**config.mk**
```make
export PLATFORM = sky130hd
export DESIGN_NAME = adaptive_priority_net_access
export DESIGN_NICKNAME = d
export VERILOG_FILES = /design/src/hw/access_pkg.sv /design/src/hw/adaptive_priority_net_access.sv
export SDC_FILE = /design/constraint.sdc
export NUM_CORES = 1
export LEC_CHECK = 0
export BUFFER_PORTS_ARGS = -buffer_cell sky130_fd_sc_hd__buf_4
export CAP_MARGIN = 5
export CORE_UTILIZATION = 65
export CTS_BUF_LIST = sky130_fd_sc_hd__clkbuf_16
export CTS_CLUSTER_DIAMETER = 50
export DETAILED_ROUTE_END_ITERATION = 6
export GPL_TIMING_DRIVEN = 0
export MAX_ROUTING_LAYER = met4
export PLACE_DENSITY = 0.87
export SETUP_SLACK_MARGIN = 0.15
export SLEW_MARGIN = 20
export SYNTH_ARGS = -nofsm -noshare
export SYNTH_HDL_FRONTEND = slang
export SYNTH_SLANG_ARGS = --single-unit
export TNS_END_PERCENT = 20
```
**constraint.sdc**
```tcl
create_clock -name clk -period 20.6 [get_ports clk]
set_clock_uncertainty 0.15 [all_clocks]
set_input_delay 5.15 -clock clk [delete_from_list [all_inputs] [get_ports clk]]
set_output_delay 5.15 -clock clk [all_outputs]
set_load 0.1 [all_outputs]
```
**src/hw/access_pkg.sv**
```systemverilog
// constants for the adaptive priority net access scheduler
package access_pkg;
  localparam int CLK_MHZ = 250;
  // precedence encodings on the link and in the local queue
  localparam logic [1:0] PREC_URGENT = 2'h0;
  localparam logic [1:0] PREC_PRIORITY = 2'h1;
  localparam logic [1:0] PREC_ROUTINE = 2'h2;
  // upper bound on the start-up delay, in milliseconds
  localparam int MAX_START_MS = 20000;
  localparam longint MAX_START_CYC = longint'(MAX_START_MS) * 1000 * CLK_MHZ;
  // stations that a worst case acknowledged message is sent to
  localparam int WORST_ADDRESSEES = 16;
  localparam logic [5:0] OPP_RESET = 6'h00;
  localparam logic [7:0] STATION_RESET = 8'h00;
endpackage : access_pkg

```
**src/hw/adaptive_priority_net_access.sv**
```systemverilog
// access scheduler for one station on a shared data radio net
// Summary of operation
// no urgent: wait until opportunity NS+1
// routine only: wait until opportunity 2NS+1
// from 2NS+1 any queued traffic may send
// priority mode: first slot for urgent
// after revert, lead station goes first
// stay urgent until all stations offered
// routine mode: first slot urgent or priority
// transmit precedence 0, 1 or 2
// load network precedence from received header
// local queue precedence 0, 1 or 2
// missed term means wait for next
// start-up delay from turnaround and station count
// start-up delay capped at 20 seconds
// turnaround assumes acknowledged 16-station message
// voice variant adds step to lead number
// data variant increments lead number
// count opportunities since last transmission end
`timescale 1ns/10ps
module adaptive_priority_net_access
  import access_pkg::*;
#(
  parameter int STATION_W = 8,
  parameter int OPP_W = 6,
  parameter logic [STATION_W-1:0] FIRST_STATION_STEP = 8'h01,
  // cycle counts of one access period's pieces, from which the start-up delay is built
  parameter int TURNAROUND_BASE_CYC = 250000,
  parameter int TURNAROUND_PER_DEST_CYC = 25000,
  parameter int BUSY_SENSE_CYC = 5000,
  parameter int TERMINAL_TURN_CYC = 5000
) (
  input wire logic clk,
  input wire logic rst,
  input wire logic [STATION_W-1:0] net_station_total,
  input wire logic [STATION_W-1:0] own_station,
  input wire logic voice_data_mode,
  input wire logic link_up,
  input wire logic urgent_queued,
  input wire logic priority_queued,
  input wire logic routine_queued,
  input wire logic rx_end,
  input wire logic [1:0] rx_link_precedence,
  input wire logic [STATION_W-1:0] rx_lead_station,
  input wire logic opportunity_tick,
  input wire logic tx_start,
  output logic tx_grant,
  output logic [1:0] tx_link_precedence,
  output logic [STATION_W-1:0] tx_lead_station,
  output logic urgent_mode,
  output logic startup_wait
);
  typedef enum logic [1:0] {ST_INIT, ST_IDLE} sched_e;
  sched_e state_ff, nxt_state;
  logic [OPP_W-1:0] opp_ff;
  logic [1:0] np_ff;
  logic [STATION_W-1:0] lead_ff;
  logic [STATION_W:0] offered_ff;
  logic urgent_ff;
  logic [35:0] start_cnt_ff;
  logic [STATION_W-1:0] own_slot_ff;
  logic [1:0] tx_prec_ff;
  logic [STATION_W-1:0] tx_lead_ff;
  logic grant_ff;

  //////////////////////////////////////////////////////////////////////////
  // local queue precedence
  wire logic [1:0] queue_prec = urgent_queued ? PREC_URGENT :
                                priority_queued ? PREC_PRIORITY : PREC_ROUTINE;
  wire logic any_queued = urgent_queued | priority_queued | routine_queued;
  wire logic [OPP_W-1:0] ns_w = OPP_W'(net_station_total);
  wire logic [OPP_W-1:0] thr_priority = ns_w + OPP_W'(1);
  wire logic [OPP_W-1:0] thr_routine = OPP_W'({ns_w, 1'b0}) + OPP_W'(1);

  // start-up delay: turnaround + (3NS+1) busy sense + 3NS turnarounds
  // worst case turnaround covers 16 acknowledging addressees
  wire logic [35:0] ns3 = 36'(net_station_total) * 36'h3;
  wire logic [35:0] worst_tp = 36'(TURNAROUND_BASE_CYC)
                             + 36'(WORST_ADDRESSEES) * 36'(TURNAROUND_PER_DEST_CYC);
  wire logic [35:0] initial_access_delay_raw = worst_tp + (ns3 + 36'h1) * 36'(BUSY_SENSE_CYC)
                             + ns3 * 36'(TERMINAL_TURN_CYC);
  // cap at twenty seconds
  wire logic [35:0] initial_access_delay_cyc = (initial_access_delay_raw > 36'(MAX_START_CYC)) ? 36'(MAX_START_CYC)
                                                                : initial_access_delay_raw;

  // reserved first slot after each transmission end
  wire logic first_slot = (opp_ff == OPP_RESET);
  wire logic reserved_ok = urgent_ff ? 1'b0 :
                           (np_ff == PREC_PRIORITY) ? urgent_queued :
                           (urgent_queued | priority_queued);
  // lead station gets the first regular slot in urgent mode
  wire logic lead_slot = urgent_ff && (opp_ff == OPP_W'(1)) && (own_station == lead_ff);
  // own computed slot, rolling to the next term when missed
  wire logic own_term = (opp_ff >= OPP_W'(1)) &&
                        (OPP_W'(own_slot_ff) == opp_ff);
  // precedence thresholds
  wire logic thr_ok = (queue_prec == PREC_URGENT) ? 1'b1 :
                      (queue_prec == PREC_PRIORITY) ? (opp_ff >= thr_priority) :
                      (opp_ff >= thr_routine);
  wire logic may_send = (state_ff == ST_IDLE) && any_queued &&
                        ((first_slot && reserved_ok) || lead_slot ||
                         (!first_slot && own_term && thr_ok));

  // delay counts only once the station can send and receive
  wire logic start_counting = (state_ff == ST_INIT) && link_up;
  wire logic start_done = link_up && (start_cnt_ff >= initial_access_delay_cyc);

  always_comb begin
    nxt_state = state_ff;
    case (state_ff)
      ST_INIT: begin
        if (start_done) begin
          nxt_state = ST_IDLE;
        end
      end
      ST_IDLE: nxt_state = ST_IDLE;
      default: nxt_state = ST_INIT;
    endcase
  end

  //////////////////////////////////////////////////////////////////////////
  always_ff @(posedge clk) begin
    if (rst) begin
      state_ff <= ST_INIT;
      start_cnt_ff <= '0;
    end else begin
      state_ff <= nxt_state;
      if (start_counting) begin
        start_cnt_ff <= start_cnt_ff + 36'h1;
      end
    end
  end

  // opportunity counter cleared by each transmission end
  // saturates so a long quiet net never wraps back into the reserved slot
  wire logic opp_step = opportunity_tick && (opp_ff != '1);

  always_ff @(posedge clk) begin
    if (rst) begin
      opp_ff <= OPP_RESET;
    end else if (rx_end) begin
      opp_ff <= OPP_RESET;
    end else if (opp_step) begin
      opp_ff <= opp_ff + OPP_W'(1);
    end
  end

  // network precedence and lead number from last header
  always_ff @(posedge clk) begin
    if (rst) begin
      np_ff <= PREC_ROUTINE;
      lead_ff <= STATION_RESET;
    end else if (rx_end) begin
      np_ff <= rx_link_precedence;
      lead_ff <= rx_lead_station;
    end
  end

  //////////////////////////////////////////////////////////////////////////
  // urgent mode held until every station offered a slot
  wire logic urgent_enter = rx_end && (rx_link_precedence == PREC_URGENT) && !urgent_ff;
  wire logic offer_tick = urgent_ff && opportunity_tick && !first_slot;
  wire logic [STATION_W:0] nxt_offered = offered_ff + (STATION_W+1)'(1);
  // the reserved slot is not counted, only slots a station could take
  wire logic all_offered = (nxt_offered >= {1'b0, net_station_total});

  always_ff @(posedge clk) begin
    if (rst) begin
      urgent_ff <= 1'b0;
      offered_ff <= '0;
    end else if (urgent_enter) begin
      urgent_ff <= 1'b1;
      offered_ff <= '0;
    end else if (offer_tick) begin
      offered_ff <= nxt_offered;
      if (all_offered) begin
        urgent_ff <= 1'b0;
      end
    end
  end

  //////////////////////////////////////////////////////////////////////////
  // own term: station offset, next term adds one period of NS
  wire logic [STATION_W-1:0] slot_after_rx = own_station - rx_lead_station + STATION_W'(2);
  wire logic [STATION_W-1:0] slot_next_term = own_slot_ff + net_station_total;
  // a new header wins over a missed term, it restarts the term count
  wire logic term_missed = opportunity_tick && own_term && !tx_start;

  always_ff @(posedge clk) begin
    if (rst) begin
      own_slot_ff <= STATION_RESET;
    end else if (rx_end) begin
      own_slot_ff <= slot_after_rx;
    end else if (term_missed) begin
      own_slot_ff <= slot_next_term;
    end
  end

  //////////////////////////////////////////////////////////////////////////
  // voice variant steps the lead number by a fixed amount
  wire logic [STATION_W-1:0] lead_stepped = lead_ff + FIRST_STATION_STEP;
  // data variant increments the lead number
  wire logic [STATION_W-1:0] lead_incr = lead_ff + STATION_W'(1);
  wire logic [STATION_W-1:0] nxt_tx_lead = voice_data_mode ? lead_stepped : lead_incr;

  // transmit precedence follows the queue with one cycle lag
  always_ff @(posedge clk) begin
    if (rst) begin
      tx_prec_ff <= PREC_ROUTINE;
      tx_lead_ff <= STATION_RESET;
      grant_ff <= 1'b0;
    end else begin
      tx_prec_ff <= queue_prec;
      tx_lead_ff <= nxt_tx_lead;
      grant_ff <= may_send;
    end
  end

  //////////////////////////////////////////////////////////////////////////
  assign tx_grant = grant_ff;
  assign tx_link_precedence = tx_prec_ff;
  assign tx_lead_station = tx_lead_ff;
  assign urgent_mode = urgent_ff;
  assign startup_wait = (state_ff == ST_INIT);
endmodule : adaptive_priority_net_access

```
After elaboration in Yosys (flattened, before gate mapping)
Cells that the tools add are included.

Memories: 0. Bits in read-only memories: 0. Register bits after elaboration: 83. Input port bits: 36. Bits in latches: 0. Word-level logic and storage cells: 88. RAM bits: 0.

Div/mod/pow operators: 0. Shifts and indexed selects: 0. $lt $le $gt $ge: 6. Mux-type cells: 14. Add/subtract/negate cells: 12. Bitwise operators: 2. Multipliers: 3. Eq/ne operators: 8. Reduce and logical (&&, ||, !) cells: 32.

Operators with widths (number): 36-bit by 1-bit adder with 36-bit output, second input constant (1); 36-bit by 33-bit greater-or-equal comparator with 1-bit output (1); 26-bit by 33-bit greater-than comparator with 1-bit output, second input constant (1); 33-bit 2-to-1 mux (1); 25-bit by 23-bit adder with 26-bit output (1); 20-bit by 24-bit adder with 25-bit output, first input constant (1); 11-bit by 10-bit multiplier with 21-bit output, second input constant (1); 10-bit by 10-bit multiplier with 20-bit output, second input constant (1); 6-bit by 1-bit adder with 6-bit output, second input constant (3); 1-bit logical AND (17); 8-bit 2-to-1 mux (2); 6-bit greater-or-equal comparator (2); 10-bit by 1-bit adder with 11-bit output, second input constant (1); 8-bit by 2-bit multiplier with 10-bit output, second input constant (1); 9-bit by 1-bit adder with 9-bit output, second input constant (1); 9-bit by 8-bit greater-or-equal comparator with 1-bit output (1); 8-bit by 1-bit adder with 8-bit output, second input constant (1); 8-bit by 2-bit adder with 8-bit output, second input constant (1); 8-bit adder (1); 8-bit == test (1); 8-bit subtractor (1); 1-bit 2-to-1 mux (7); 2-bit by 1-bit == test with 1-bit output, second input constant (3); 6-bit by 1-bit == test with 1-bit output, second input constant (1); other kinds (14) (25).

Depth between registers and ports, before layout
Word-level depth: 11. Depth in mapped cells: 44. Depth with buffers taken out: 43.

Worst setup path before layout
Ideal clock, no wire load.

Path kind: input to register. Start point: input port net_station_total[0]. End point: register state_ff[0]. Setup slack: 6.957 ns. Data required time: 20.364 ns. Setup time: 0.086 ns. Arrival: 13.408 ns. Cell stages on the path: 41. Cell sequence: ha_1 inv_1 fa_1 nor2b_1 o21ai_0 nand2b_1 a21o_1 a21o_1 xor2_1 inv_1 ha_1 inv_1 or2_2 clkbuf_1 xor2_1 fa_1 ha_1 inv_1 [... 5 more ...] a21o_1 a31o_2 a22o_1 a31o_2 a21oi_1 xnor2_1 ha_1 ha_1 a21oi_1 nand2_1 o31ai_1 xor2_1 ha_1 nand3_1 nor2_1 nand3_1 o311a_2 a211oi_1.

Cells in the longest elaborated chain, start to end: 10. Elaborated cells on any way between the ends: 11. Those cells by class: 3 x add/sub; 3 x mul; 2 x order compare; 1 x eq/ne; 1 x mux; 1 x reduce/logical.

RTL lines: start, declared (RTL line adaptive_priority_net_access.sv:35) `input wire logic [STATION_W-1:0] net_station_total,`; 8-bit by 2-bit multiplier with 10-bit output * (RTL line adaptive_priority_net_access.sv:77) `wire logic [35:0] ns3 = 36'(net_station_total) * 36'h3;`; 10-bit by 1-bit adder with 11-bit output (RTL line adaptive_priority_net_access.sv:80) `wire logic [35:0] initial_access_delay_raw = worst_tp + (ns3 + 36'h1) * 36'(BUSY_SENSE_CYC)`; 11-bit by 10-bit multiplier with 21-bit output (RTL line adaptive_priority_net_access.sv:80); 20-bit by 24-bit adder with 25-bit output (RTL line adaptive_priority_net_access.sv:80); 25-bit by 23-bit adder with 26-bit output * (RTL line adaptive_priority_net_access.sv:81) `+ ns3 * 36'(TERMINAL_TURN_CYC);`; 26-bit by 33-bit greater-than comparator with 1-bit output (RTL line adaptive_priority_net_access.sv:83) `wire logic [35:0] initial_access_delay_cyc = (initial_access_delay_raw > 36'(MAX_START_CYC)) ? 36'(MAX_START_C ...`; 33-bit 2-to-1 mux * (RTL line adaptive_priority_net_access.sv:83); 36-bit by 33-bit greater-or-equal comparator with 1-bit output * (RTL line adaptive_priority_net_access.sv:106) `wire logic start_done = link_up && (start_cnt_ff >= initial_access_delay_cyc);`; 1-bit logical AND * (RTL line adaptive_priority_net_access.sv:106); 2-bit by 1-bit inequality test with 1-bit output (no source line) *; end signal, assigned (RTL line adaptive_priority_net_access.sv:127) `state_ff <= nxt_state;`; end, declared (RTL line adaptive_priority_net_access.sv:54) `sched_e state_ff, nxt_state;`.

Every way passes the cells marked *; elsewhere a longest branch is shown, timed or not. A chain may end at the register's enable or synchronous reset.

Final worst setup path
Same ends and word-level chain as after synthesis.

==> reports/qor.txt <==
H-tree levels = 3
HP Start = np_ff[1]
Synth area leader = ha_1
R2r endpoint = start_cnt_ff[35]
Slew Viols, Final = 0
CP Class = in2reg
Wire length on met3 = 909 µm
Max cap viols = 0
Outcome = finished clean
Area growth, synth to finish = 8.778%
Mapped Cells = 1187
TritonCTS Buffers = 9
Total gr overflow = 0
EDFF count, synth = 0
Final wirelength = 22110 µm
Reg2reg setup slack = 18.04 ns
Post-DP HPWL = 17760 µm
Remaining antenna violation count = 0
Synthesized area = 10010 µm²
WL met1 = 9927 µm
DRC errors left = 0
Setup Buffers After CTS = 0
Fin area = 10880 µm²
RSZ-0062 raised after global routing = false
Final period utilization = 0.7100
Root Buffer = clkbuf_16
Post-synth ARST share = 0
Drt pass-1 iters = 5
Largest delay share family, worst path = adder cells
Post-CTS Hold Fix Bufs = 0
TNS Setup = 0 ns
Buffers on Ports = 46
Hold Crit Class = reg2reg
Data required time at the worst endpoint = 20.71 ns
Worst path most repeated cell = ha_1
Placed insts = 1417
Seq/Total Area, Yosys = 0.1601
Slew HR = 0.2651
Critical path arrival = 14.74 ns
# IOs = 49
Post-cts sizing count = 0
Clock Path Buffers = 2
Final std cells w/o fill = 1433
FF-to-FF path depth = 8
Crit path time final = 14.63 ns
Syn Area/Cell = 8.430 µm²
Top FF cell, synth = dfxtp_1
Die width = 126.1 µm
Initial Utilization = 0.6782
Core footprint = 14750 µm²
Largest net degree at the start of global routing = 16
Wire per inst = 15.43 µm
Distinct cells, synth = 59
Clock Latency Late Sink = 0.34 ns
Drt initial violations = 453
Die span in y = 126.1 µm
Fin. Hold Viols = 0
Setup crit end = state_ff[0]
Die ar. = 15890 µm²
Critical Path Max Stage Delay = 0.79 ns
TritonCTS clock tree = yes
Nets = 1538
Global-route wire length before repair = 37280 µm
Initial antenna violation count = 0
Final core utilization = 0.7377
Number of global-route vias before repair = 8199
TritonCTS Sinks = 80
Antenna cells = 0
Clk slew on worst S/H paths = 0.07 ns
Share of layout cells above drive strength 1 = 0.06805
Placed inst area = 10580 µm²
FMAX = 0.06837 GHz
GP Congestion = 0.9191
Routed vias/inst = 5.819
Syn. warnings = 0
GRT Overall Usage = 0.2953
Worst R2R Start = state_ff[0]
Syn_nets = 1481
Crit path depth = 40
Yosys reg bits = 80
CP Max Fanout = 8
Slew at the pin closest to its max-slew limit = 1.094 ns
Vias = 8338
DR WL met2 = 10850 µm
Post-synth top area share = 0.2751
Crit. End Element = register
Synth area leaders = ha_1 28%, dfxtp_1 16%, fa_1 7.6%
Top layer reached by signal wires = met4
Crit path buffers/inverters = 6
Startpoint Class = input port
Final setup viols = 0
Rows = 44
Worst Setup SP = net_station_total[0]
Slowest CP cell = xor2_1
-- state kept, by name (all words and copies together), names as in the netlist, 2 cells and up --
signal,count
tx_link_precedence,2
opp_ff,6
start_cnt_ff,36
offered_ff,9
tx_lead_station,8
own_slot_ff,6
lead_ff,8
np_ff,2
-- cell type report --
type	count	area (µm²)
multi-input combinational	922	7705
fill	1049	3870
sequential	80	1602
inverter	160	600.6
timing repair buffer	46	345.3
tap	184	230.2
clock buffer	9	225.2
buffer	25	98.84
clock inverter	7	77.57
-- worst min-delay path by stage --
stage,endpoint,slack [ns],cells past startpoint
after detailed placement,np_ff[1],0.32,2
after floorplan,tx_lead_station[0],0.30,1
final,np_ff[1],0.33,2
after global routing,offered_ff[1],0.37,2
after global placement,np_ff[1],0.31,2
after CTS,np_ff[1],0.33,2
-- through the flow --
| stage | worst slack [ns] | hold slack, ns |
|---|---|---|
| after floorplan | 6.957 | 0.2972 |
| after global routing | 5.331 | 0.3652 |
| final | 5.975 | 0.3334 |
| after detailed placement | 5.708 | 0.3178 |
| after global placement | 5.974 | 0.3130 |
| after CTS | 6.031 | 0.3290 |
-- Yosys cell counts (9+ instances only) --
master / number
a21o_1: 35
a21oi_1: 67
and3_1: 15
clkbuf_1: 19
dfxtp_1: 80
fa_1: 38
ha_1: 220
inv_1: 160
mux2i_1: 13
nand2_1: 63
nand2b_1: 13
nand3_1: 35
nand4_1: 21
nor2_1: 96
nor2b_1: 16
nor3_1: 16
o21a_1: 11
o21ai_0: 39
or3_1: 9
xnor2_1: 52
xor2_1: 86
-- logic make-up (layout without fill, tap and decap cells) --
| group | after synthesis | count (layout) | synth area share |
|---|---|---|---|
| AO/OA/AOI/OAI | 201 | 201 | 0.1276 |
| flip-flops | 80 | 80 | 0.1601 |
| XOR/XNOR | 138 | 138 | 0.1208 |
| adder cells (fa/ha/maj) | 258 | 258 | 0.3511 |
| multiplexers | 13 | 13 | 0.01300 |
| buffers and inverters | 185 | 247 | 0.06990 |
| AND/OR/NAND/NOR | 312 | 312 | 0.1576 |
-- cells in the final DEF (no fill, tap or decap), types with 19 or more instances in the layout --
master / synthesis / layout
a21oi_1: 67 / 67
inv_1: 160 / 160
buf_4: 0 / 46
xnor2_1: 52 / 52
a21o_1: 35 / 35
xor2_1: 86 / 86
nand4_1: 21 / 21
nor2_1: 96 / 96
nand3_1: 35 / 35
o21ai_0: 39 / 39
fa_1: 38 / 38
clkbuf_1: 19 / 19
dfxtp_1: 80 / 80
nand2_1: 63 / 63
ha_1: 220 / 220
-- routing by layer --
metal  up-vias  track usage
met5         -            -
met4         0      0.09284
met3        58      0.03229
met2       213       0.5050
met1      3913       0.3642
li1       4154            -
-- worst min-delay path: stages (launching register included) --
cell,delay [ns]
dfxtp_1,0.30
inv_1,0.06
o211ai_1,0.08
Power is not shown: default switching activity piles up to over one toggle a cycle in this logic, so the estimate is an artifact.
